### src/rtl/cpu_alu_pkg.sv
/*
 * Shared constants and types for the arithmetic/logic execution datapath:
 * operation codes, operand size codes, condition code bit positions,
 * reset values and divider timing.
 * Assumes the instruction decoder outside maps instructions onto op_e and
 * size_e before handing operands to the datapath.
 */
package cpu_alu_pkg;

    // ************************************************************
    // operations
    // ************************************************************
    typedef enum logic [3:0] {
        udiv_equal_width     = 4'h0,
        sdiv_extended        = 4'h1,
        sdiv_equal_width     = 4'h2,
        compare_op           = 4'h3,
        negate_op            = 4'h4,
        zero_extend_op       = 4'h5,
        sign_extend_op       = 4'h6,
        test_and_set_op      = 4'h7,
        accumulate_op        = 4'h8,
        accumulator_clear_op = 4'h9,
        accumulator_load_op  = 4'ha,
        accumulator_store_op = 4'hb,
        and_op               = 4'hc,
        or_op                = 4'hd,
        xor_op               = 4'he,
        not_op               = 4'hf
    } op_e;

    // ************************************************************
    // operand sizes
    // ************************************************************
    typedef enum logic [1:0] {
        SIZE_BYTE = 2'h0,
        SIZE_WORD = 2'h1,
        SIZE_LONG = 2'h2
    } size_e;

    localparam logic [31:0] MASK_BYTE  = 32'h0000_00ff;
    localparam logic [31:0] MASK_WORD  = 32'h0000_ffff;
    localparam logic [31:0] MASK_LONG  = 32'hffff_ffff;
    localparam int          ALIGN_BYTE = 24;
    localparam int          ALIGN_WORD = 16;

    // ************************************************************
    // condition code register layout and reset values
    // ************************************************************
    localparam int          CCR_N     = 3;
    localparam int          CCR_Z     = 2;
    localparam int          CCR_V     = 1;
    localparam int          CCR_C     = 0;
    localparam logic [3:0]  CCR_RESET = 4'h0;
    localparam logic [31:0] ACC_RESET = 32'h0000_0000;
    localparam logic [7:0]  TAS_SET   = 8'h80;

    // ************************************************************
    // divider timing
    // ************************************************************
    localparam logic [5:0]  DIV_LAST_STEP = 6'h1f;

    typedef enum logic [0:0] {
        st_idle   = 1'b0,
        st_divide = 1'b1
    } fsm_e;

endpackage

### src/rtl/div_core.sv
/*
 * Unsigned 32 by 32 restoring divider, one quotient bit per clock.
 * Assumes the caller reduces signed or narrow divides to unsigned 32-bit
 * magnitudes and holds off a new start until done_o has pulsed.
 */
`timescale 1ns/10ps
module div_core
    import cpu_alu_pkg::*;
(
    input  wire logic        core_clk_i,  // cpu clock
    input  wire logic        rstn_i,      // sync reset, active low
    input  wire logic        start_i,     // one-cycle start pulse
    input  wire logic [31:0] dividend_i,  // unsigned dividend
    input  wire logic [31:0] divisor_i,   // unsigned divisor
    output logic             done_o,      // one-cycle result pulse
    output logic      [31:0] quot_o,      // quotient
    output logic      [31:0] rem_o        // remainder
);

    typedef struct packed {
        logic        active;
        logic        done;
        logic [5:0]  cnt;
        logic [31:0] rem;
        logic [31:0] quot;
        logic [31:0] divisor;
    } div_s;

    div_s        r;
    div_s        next_r;
    logic [32:0] shifted;
    logic [32:0] trial;

    always_comb begin
        next_r  = r;
        shifted = {r.rem, r.quot[31]};
        trial   = shifted - {1'b0, r.divisor};
        next_r.done = 1'b0;
        if (start_i) begin
            next_r.active  = 1'b1;
            next_r.cnt     = 6'h00;
            next_r.rem     = 32'h0000_0000;
            next_r.quot    = dividend_i;
            next_r.divisor = divisor_i;
        end else if (r.active) begin
            // zero divisor falls out as an all-ones quotient
            if (!trial[32]) begin
                next_r.rem  = trial[31:0];
                next_r.quot = {r.quot[30:0], 1'b1};
            end else begin
                next_r.rem  = shifted[31:0];
                next_r.quot = {r.quot[30:0], 1'b0};
            end
            next_r.cnt = r.cnt + 6'h01;
            if (r.cnt == DIV_LAST_STEP) begin
                next_r.active = 1'b0;
                next_r.done   = 1'b1;
            end
        end
    end

    always_ff @(posedge core_clk_i) begin
        if (!rstn_i) begin
            r <= '0;
        end else begin
            r <= next_r;
        end
    end

    assign done_o = r.done;
    assign quot_o = r.quot;
    assign rem_o  = r.rem;

endmodule

### src/rtl/cpu_arith_logic_ops.sv
/*
 * Execution datapath for divide, compare, negate, extend, test-and-set,
 * multiply-accumulate and bitwise operations of a 32-bit cpu.
 * Assumes the decoder supplies operands already fetched from registers,
 * immediates or memory, and writes result_o back where the op says.
 */
`timescale 1ns/10ps
module cpu_arith_logic_ops
    import cpu_alu_pkg::*;
(
    input  wire logic        core_clk_i,      // cpu clock, 125 MHz
    input  wire logic        rstn_i,          // sync reset, active low
    input  wire logic        op_valid_i,      // operation request
    input  wire op_e         op_i,            // operation code
    input  wire size_e       size_i,          // operand size
    input  wire logic        ext_from_word_i, // extend from low 16 bits
    input  wire logic [31:0] dst_i,           // destination operand
    input  wire logic [31:0] src_i,           // source operand
    output logic             busy_o,          // divide in progress
    output logic             done_o,          // operation finished
    output logic      [31:0] result_o,        // value to write back
    output logic             result_we_o,     // write result_o back
    output logic      [3:0]  ccr_o,           // condition codes NZVC
    output logic             ccr_we_o,        // condition codes updated
    output logic      [31:0] acc_o            // accumulator contents
);

    // ************************************************************
    // helpers
    // ************************************************************
    function automatic logic [31:0] size_mask(input size_e sz);
        case (sz)
            SIZE_BYTE: size_mask = MASK_BYTE;
            SIZE_WORD: size_mask = MASK_WORD;
            default:   size_mask = MASK_LONG;
        endcase
    endfunction

    // move the operand msb to bit 31 so one flag path serves all sizes
    function automatic logic [31:0] align_msb(input logic [31:0] v,
                                              input size_e       sz);
        case (sz)
            SIZE_BYTE: align_msb = v << ALIGN_BYTE;
            SIZE_WORD: align_msb = v << ALIGN_WORD;
            default:   align_msb = v;
        endcase
    endfunction

    function automatic logic [31:0] merge(input logic [31:0] old,
                                          input logic [31:0] res,
                                          input size_e       sz);
        logic [31:0] m;
        m     = size_mask(sz);
        merge = (old & ~m) | (res & m);
    endfunction

    // negative and zero of a value at the given size
    function automatic logic [1:0] nz(input logic [31:0] v,
                                      input size_e       sz);
        logic [31:0] a;
        a  = align_msb(v, sz);
        nz = {a[31], a == 32'h0000_0000};
    endfunction

    // NZVC of a minus b, both already msb-aligned
    function automatic logic [3:0] sub_flags(input logic [31:0] a,
                                             input logic [31:0] b);
        logic [32:0] d;
        d = {1'b0, a} - {1'b0, b};
        sub_flags = {d[31], d[31:0] == 32'h0000_0000,
                     (a[31] ^ b[31]) & (a[31] ^ d[31]), d[32]};
    endfunction

    function automatic logic [3:0] logic_flags(input logic [31:0] v,
                                               input size_e       sz,
                                               input logic [3:0]  old);
        logic [1:0] f;
        f = nz(v, sz);
        logic_flags = old;
        logic_flags[CCR_N] = f[1];
        logic_flags[CCR_Z] = f[0];
        logic_flags[CCR_V] = 1'b0;
    endfunction

    // ************************************************************
    // state
    // ************************************************************
    typedef struct packed {
        fsm_e        fsm;
        op_e         op;
        size_e       size;
        logic [31:0] dst;
        logic        neg_q;
        logic        neg_r;
        logic        div_start;
        logic [31:0] dividend;
        logic [31:0] divisor;
        logic [31:0] result;
        logic        result_we;
        logic [3:0]  condition_code_register;
        logic        ccr_we;
        logic [31:0] acc;
        logic        done;
        logic        busy;
    } state_s;

    state_s      r;
    state_s      next_r;
    logic        div_done;
    logic [31:0] div_quot;
    logic [31:0] div_rem;
    logic [31:0] dvd;
    logic [31:0] dvs;
    logic        sgn;
    logic [31:0] qv;
    logic [31:0] rv;
    logic [31:0] ext_val;
    logic [31:0] prod;
    logic [31:0] lres;

    div_core u_div (
        .core_clk_i (core_clk_i),
        .rstn_i     (rstn_i),
        .start_i    (r.div_start),
        .dividend_i (r.dividend),
        .divisor_i  (r.divisor),
        .done_o     (div_done),
        .quot_o     (div_quot),
        .rem_o      (div_rem)
    );

    // ************************************************************
    // next state
    // ************************************************************
    always_comb begin
        next_r  = r;
        dvd     = dst_i;
        dvs     = src_i;
        sgn     = 1'b0;
        qv      = r.neg_q ? 32'h0000_0000 - div_quot : div_quot;
        rv      = r.neg_r ? 32'h0000_0000 - div_rem : div_rem;
        ext_val = 32'h0000_0000;
        // low 32 bits of the sign-extended product equal the signed one
        prod    = {{16{dst_i[15]}}, dst_i[15:0]}
                  * {{16{src_i[15]}}, src_i[15:0]};
        lres    = 32'h0000_0000;
        next_r.done      = 1'b0;
        next_r.result_we = 1'b0;
        next_r.ccr_we    = 1'b0;
        next_r.div_start = 1'b0;
        case (r.fsm)
            st_idle: begin
                if (op_valid_i) begin
                    next_r.op   = op_i;
                    next_r.size = size_i;
                    next_r.dst  = dst_i;
                    next_r.done = 1'b1;
                    case (op_i)
                        udiv_equal_width, sdiv_extended,
                        sdiv_equal_width: begin
                            // widen both operands to 32-bit values
                            case (op_i)
                                udiv_equal_width: begin
                                    dvd = dst_i & size_mask(size_i);
                                    dvs = src_i & size_mask(size_i);
                                end
                                sdiv_extended: begin
                                    sgn = 1'b1;
                                    if (size_i == SIZE_BYTE) begin
                                        dvd = {{16{dst_i[15]}}, dst_i[15:0]};
                                        dvs = {{24{src_i[7]}}, src_i[7:0]};
                                    end else begin
                                        dvs = {{16{src_i[15]}}, src_i[15:0]};
                                    end
                                end
                                default: begin
                                    sgn = 1'b1;
                                    if (size_i == SIZE_WORD) begin
                                        dvd = {{16{dst_i[15]}}, dst_i[15:0]};
                                        dvs = {{16{src_i[15]}}, src_i[15:0]};
                                    end
                                end
                            endcase
                            next_r.neg_q    = sgn & (dvd[31] ^ dvs[31]);
                            next_r.neg_r    = sgn & dvd[31];
                            next_r.dividend = (sgn & dvd[31]) ?
                                              32'h0000_0000 - dvd : dvd;
                            next_r.divisor  = (sgn & dvs[31]) ?
                                              32'h0000_0000 - dvs : dvs;
                            next_r.div_start = 1'b1;
                            next_r.fsm       = st_divide;
                            next_r.busy      = 1'b1;
                            next_r.done      = 1'b0;
                        end
                        compare_op: begin
                            next_r.condition_code_register = sub_flags(align_msb(dst_i, size_i),
                                align_msb(src_i, size_i));
                            next_r.ccr_we = 1'b1;
                        end
                        negate_op: begin
                            next_r.result = merge(dst_i,
                                32'h0000_0000 - dst_i, size_i);
                            next_r.condition_code_register = sub_flags(32'h0000_0000,
                                                   align_msb(dst_i, size_i));
                            next_r.result_we = 1'b1;
                            next_r.ccr_we    = 1'b1;
                        end
                        zero_extend_op, sign_extend_op: begin
                            if (size_i == SIZE_LONG && ext_from_word_i) begin
                                ext_val = (op_i == sign_extend_op) ?
                                    {{16{dst_i[15]}}, dst_i[15:0]} :
                                    {16'h0000, dst_i[15:0]};
                            end else begin
                                ext_val = (op_i == sign_extend_op) ?
                                    {{24{dst_i[7]}}, dst_i[7:0]} :
                                    {24'h00_0000, dst_i[7:0]};
                            end
                            next_r.result = merge(dst_i, ext_val, size_i);
                            next_r.condition_code_register = logic_flags(ext_val, size_i, r.condition_code_register);
                            next_r.result_we = 1'b1;
                            next_r.ccr_we    = 1'b1;
                        end
                        test_and_set_op: begin
                            // flags reflect the byte before bit 7 is set
                            next_r.condition_code_register = logic_flags(dst_i, SIZE_BYTE,
                                                     r.condition_code_register);
                            next_r.condition_code_register[CCR_C] = 1'b0;
                            next_r.result = merge(dst_i,
                                {24'h00_0000, dst_i[7:0] | TAS_SET},
                                SIZE_BYTE);
                            next_r.result_we = 1'b1;
                            next_r.ccr_we    = 1'b1;
                        end
                        accumulate_op: begin
                            next_r.acc = r.acc + prod;
                        end
                        accumulator_clear_op: begin
                            next_r.acc = ACC_RESET;
                        end
                        accumulator_load_op: begin
                            next_r.acc = src_i;
                        end
                        accumulator_store_op: begin
                            next_r.result    = r.acc;
                            next_r.result_we = 1'b1;
                        end
                        and_op, or_op, xor_op, not_op: begin
                            case (op_i)
                                and_op:  lres = dst_i & src_i;
                                or_op:   lres = dst_i | src_i;
                                xor_op:  lres = dst_i ^ src_i;
                                default: lres = ~dst_i;
                            endcase
                            next_r.result = merge(dst_i, lres, size_i);
                            next_r.condition_code_register = logic_flags(lres, size_i, r.condition_code_register);
                            next_r.result_we = 1'b1;
                            next_r.ccr_we    = 1'b1;
                        end
                        default: begin
                            next_r.done = 1'b1;
                        end
                    endcase
                end
            end
            st_divide: begin
                if (div_done) begin
                    next_r.fsm       = st_idle;
                    next_r.busy      = 1'b0;
                    next_r.done      = 1'b1;
                    next_r.result_we = 1'b1;
                    next_r.ccr_we    = 1'b1;
                    if (r.op == sdiv_extended) begin
                        // remainder above quotient, each half the width
                        if (r.size == SIZE_BYTE) begin
                            next_r.result = merge(r.dst,
                                {16'h0000, rv[7:0], qv[7:0]}, SIZE_WORD);
                            next_r.condition_code_register = logic_flags(qv, SIZE_BYTE, r.condition_code_register);
                        end else begin
                            next_r.result = {rv[15:0], qv[15:0]};
                            next_r.condition_code_register = logic_flags(qv, SIZE_WORD, r.condition_code_register);
                        end
                    end else begin
                        next_r.result = merge(r.dst, qv, r.size);
                        next_r.condition_code_register = logic_flags(qv, r.size, r.condition_code_register);
                    end
                end
            end
            default: begin
                next_r.fsm  = st_idle;
                next_r.busy = 1'b0;
            end
        endcase
    end

    // ************************************************************
    // registers
    // ************************************************************
    always_ff @(posedge core_clk_i) begin
        if (!rstn_i) begin
            r     <= '0;
            r.fsm <= st_idle;
            r.condition_code_register <= CCR_RESET;
            r.acc <= ACC_RESET;
        end else begin
            r <= next_r;
        end
    end

    assign busy_o      = r.busy;
    assign done_o      = r.done;
    assign result_o    = r.result;
    assign result_we_o = r.result_we;
    assign ccr_o       = r.condition_code_register;
    assign ccr_we_o    = r.ccr_we;
    assign acc_o       = r.acc;

endmodule

### config.mk
export PLATFORM = sky130hd
export DESIGN_NAME = cpu_arith_logic_ops
export DESIGN_NICKNAME = d
export VERILOG_FILES = /design/src/rtl/cpu_alu_pkg.sv /design/src/rtl/div_core.sv /design/src/rtl/cpu_arith_logic_ops.sv
export SDC_FILE = /design/constraint.sdc
export NUM_CORES = 2
export LEC_CHECK = 0
export ABC_AREA = 0
export BUFFER_PORTS_ARGS = -buffer_cell sky130_fd_sc_hd__buf_2
export CELL_PAD_IN_SITES_DETAIL_PLACEMENT = 1
export CELL_PAD_IN_SITES_GLOBAL_PLACEMENT = 1
export CORE_ASPECT_RATIO = 0.8
export CORE_MARGIN = 10
export CORE_UTILIZATION = 44
export CTS_BUF_LIST = sky130_fd_sc_hd__clkbuf_16
export CTS_CLUSTER_SIZE = 25
export DETAILED_ROUTE_END_ITERATION = 8
export PLACE_DENSITY_LB_ADDON = 0.1
export RECOVER_POWER = 50
export REMOVE_ABC_BUFFERS = 1
export SLEW_MARGIN = 10
export SYNTH_ARGS = -nofsm -noshare
export SYNTH_HDL_FRONTEND = slang
export SYNTH_SLANG_ARGS = --single-unit
### constraint.sdc
create_clock -name core_clk_i -period 7.53 [get_ports core_clk_i]
set_input_delay 1.1295 -clock core_clk_i [delete_from_list [all_inputs] [get_ports core_clk_i]]
set_output_delay 1.1295 -clock core_clk_i [all_outputs]
set_load 0.01 [all_outputs]
==> metrics.csv <==
stage,metric,value,unit
route,drt wl/cell,29.0,µm
final_layout,multi-input logic area,25600,µm²
sta,RSZ-0062 raised after global routing,no,
route,Initial DRT Pass Iterations,6,
min_path,WHS Endpoint,r[126],
global_route,vias in the first global route,35334,
clock_network,clock latency on the worst-skew pair,0.59,ns
power_and_ir_drop,Static Leakage,16.4,nW
sta,Worst Hold Margin,0.452,ns
route,routed via count,35814,
critical_path,worst r2r dst,acc_o[15],
route,uppermost layer routed,met5,
floorplan,total I/O pin count,146,
global_route,Congestion Overflow GR,0,
global_route,gr usage total,34.6,%
clock_network,CTS Buffer Depth,3,
route,DRT iter0 DRCs,3992,
placement,port buffer count,145,
yosys,YS warnings,0,
final_layout,layout cell share with drive strength beyond 1,7.57,%
final_layout,"Core Util, Final",48.0,%
yosys,Yosys top cell by area,fa_1,
power_and_ir_drop,clock power share,10.2,%
sta,Final min period,7.18,ns
status,failing checks,"max-capacitance violations, max-slew violations",
critical_path,FF-to-FF path depth,18,
floorplan,Initial Utilization,44.7,%
sta,setup TNS,0,ns
critical_path,CP Max Fanout,13,
power_and_ir_drop,Pint,7.50,mW
floorplan,Die H,271,µm
critical_path,worst flop-to-flop path startpoint,acc_o[9],
global_route,first-pass GRT wire length,238,mm
final_layout,FF+latch area,5490,µm²
clock_network,clock tree from TritonCTS,yes,
yosys,"count leader, synth",nand2_1,
sta,final setup violating endpoints,0,
route,Met1 Wirelength,71.1,mm
floorplan,core area,77500,µm²
route,Remaining DRCs,0,
sta,skew final,0.0360,ns
placement,routability congestion estimate,1.03,
sta,"Hold Vio Cnt, Final",0,
final_layout,area delta synth->final,7.57,%
clock_network,# H-tree levels,2,
clock_network,cts bufs inserted,35,
yosys,largest cells by area after synthesis,"fa_1 17%, dfxtp_1 16%, ha_1 8.5%",
route,post-route ant nets,0,
clock_network,setup bufs post-CTS,0,
placement,placed instance area,36300,µm²
power_and_ir_drop,Gate power share,79.7,%
final_layout,# nets final,5151,
status,outcome,finished with violations,
critical_path,Startpoint Class,primary input,
route,WL final,162,mm
power_and_ir_drop,PD cells,437,nW/µm²
min_path,Hold Path Stages,2,
yosys,Netlist cell types,91,
critical_path,Critical Path RT,7.88,ns
floorplan,overall die area,90400,µm²
yosys,Commonest cells post-synth,"495 x nand2_1, 493 x nor2_1, 491 x inv_1, 332 x a21oi_1, 294 x fa_1",
flow_run,Max-cap violations,4,
clock_network,hold buffer count at CTS,0,
power_and_ir_drop,VDD IR max,0.711,mV
min_path,Hold Startpoint,r[126],
final_layout,Layout Cells excl Fill,5600,
power_and_ir_drop,sequential power share,10.0,%
yosys,Syn Std Cell Area,34600,µm²
global_route,largest net degree at the start of global routing,81,
clock_network,Clock Sinks,274,
yosys,#FFs+latches synth,274,
route,met3 WL,19.0,mm
clock_network,Worst-path clk slew,0.05,ns
placement,placed cell count,5535,
floorplan,Rows,91,
min_path,Min-Delay Path Class,reg2reg,
critical_path,CP Capture Type,flip-flop,
route,Routed met2 length,64.6,mm
sta,Final period util,95.3,%
final_layout,"Design Area, Final",37200,µm²
placement,HPWL after DPL,128,mm
yosys,synthesized area per cell,7.55,µm²
power_and_ir_drop,switching power,8.77,mW
sta,worst slew pin tran,3.14,ns
clock_network,Root Driver,clkbuf_16,
critical_path,Worst EP arrival,7.53,ns
sta,max frequency,139,MHz
yosys,Post-synth EDFFs,0,
sta,max-slew violation count,239,
yosys,"Primary FF master, synth",dfxtp_1,
yosys,Synth Instances,4584,
final_layout,Filler cells,9745,
global_route,initial antenna violation count,14,
power_and_ir_drop,Sw Ratio,53.9,%
yosys,asr flop ratio synth,0,%
yosys,post-synth top area share,17.0,%
floorplan,Die W,334,µm
sta,Slew HR,-110,%
critical_path,"setup slack, reg-to-reg",1.54,ns
critical_path,WS Path Type,in2reg,
route,Via density,6.40,
yosys,"Seq/Total Area, Yosys",15.8,%
-- layout make-up --
class	count	area share (%)
Multi-Input combinational cell	3420	68.7
Tap cell	1023	3.44
Timing Repair Buffer	316	5.16
Antenna cell	6	0.0403
Clock buffer	36	2.42
Sequential cell	274	14.7
Clock inverter	23	0.457
Inverter	502	5.06
-- per-stage QoR --
step	setup slack [ns]	power, mW
after floorplan	-1.85	9.38
after global placement	-0.0499	14.0
after detailed placement	-0.104	14.2
after CTS	0.407	16.0
after global routing	0.141	17.5
final	0.353	16.3
-- what timing repair did --
item / CTS / global route
setup endpoints to repair: 0 / 1
gates resized for setup: 0 / 1
hold endpoints to repair: 0 / 0
-- kinds of logic (layout without fill, tap and decap cells) --
kind of cell               after synthesis  count (layout)  synth area share (%)
and+or+nand+nor                       1442            1442                  18.7
buffers and inverters                  890             877                  10.5
other                                    0               6                     0
xor gates and xnor gates               150             150                  3.79
muxes                                  132             132                  3.84
AOI/OAI and AO/OA                     1168            1168                  21.9
adders and majority gates              528             528                  25.5
DFF                                    274             274                  15.8
-- layer usage --
metal,vias to the layer above,global-route usage [%]
li1,15631,-
met1,17994,48.8
met2,1812,48.5
met3,371,10.4
met4,6,13.9
met5,-,0
-- critical path, stage by stage --
cell      delay (ns)
buf_2           0.46
inv_1           0.15
buf_4           0.21
nor2_1          0.14
fa_1            0.43
inv_1           0.08
fa_1            0.44
fa_1            0.50
fa_1            0.55
inv_1           0.06
fa_1            0.49
inv_1           0.05
fa_1            0.48
inv_1           0.05
ha_1            0.32
a21oi_1         0.25
nor2_1          0.07
nor2_1          0.29
nand2_1         0.21
a21oi_1         0.28
o21bai_1        0.13
xor2_1          0.16
buf_4           0.16
a221oi_1        0.31
a211oi_1        0.09
-- worst max-delay path by stage --
stage                from  slack, ns         to
2_1_floorplan  op_valid_i      -1.85     r[121]
3_3_place_gp     src_i[1]      -0.05  acc_o[31]
3_5_place_dp     dst_i[6]      -0.10  acc_o[15]
4_1_cts          dst_i[6]       0.41  acc_o[15]
5_1_grt          dst_i[6]       0.14  acc_o[15]
6_report         dst_i[6]       0.35  acc_o[15]
-- placed cells by master (no fill, tap or decap), drive strengths merged, types with 14 or more instances in the layout --
| cell type | synthesis | routed |
|---|---|---|
| a2111oi | 15 | 15 |
| a21o | 42 | 42 |
| ha | 234 | 234 |
| o211ai | 30 | 30 |
| inv | 495 | 502 |
| or3 | 39 | 39 |
| o31ai | 27 | 27 |
| a21oi | 332 | 332 |
| a22oi | 48 | 48 |
| nand3 | 78 | 78 |
| buf | 125 | 240 |
| xor2 | 50 | 50 |
| o221ai | 22 | 22 |
| a31oi | 57 | 57 |
| nor3 | 93 | 93 |
| and2 | 16 | 16 |
| or4 | 24 | 24 |
| o21ai | 270 | 270 |
| a32oi | 14 | 14 |
| clkbuf | 263 | 112 |
| mux2i | 125 | 125 |
| o2111ai | 15 | 15 |
| o311ai | 14 | 14 |
| xnor2 | 100 | 100 |
| a221oi | 41 | 41 |
| clkinv | 7 | 20 |
| nand4 | 35 | 35 |
| nor4 | 30 | 30 |
| a211oi | 41 | 41 |
| o21a | 29 | 29 |
| o41ai | 14 | 14 |
| and3 | 36 | 36 |
| nand2b | 31 | 31 |
| o22ai | 20 | 20 |
| nor2 | 493 | 493 |
| nor2b | 18 | 18 |
| fa | 294 | 294 |
| dfxtp | 274 | 274 |
| nand2 | 495 | 495 |
| a311oi | 18 | 18 |
-- registers in the layout, summed over array words and instances (netlist names) --
name and flops:
acc_o 32, busy_o 1, ccr_o 4, ccr_we_o 1
done_o 1, r 98, result_o 32, result_we_o 1
u_div.done_o 1, u_div.quot_o 32, u_div.r 39, u_div.rem_o 32
-- power groups by stage --
stage	Combinational, mW	Sequential (mW)	Clock [mW]
floorplan	7.76	1.62	0
global placement	12.4	1.66	0
detailed placement	12.5	1.65	0
CTS	12.6	1.62	1.69
global route	14.1	1.63	1.75
finish	13.0	1.63	1.66
(Power assumes the default switching activity.)
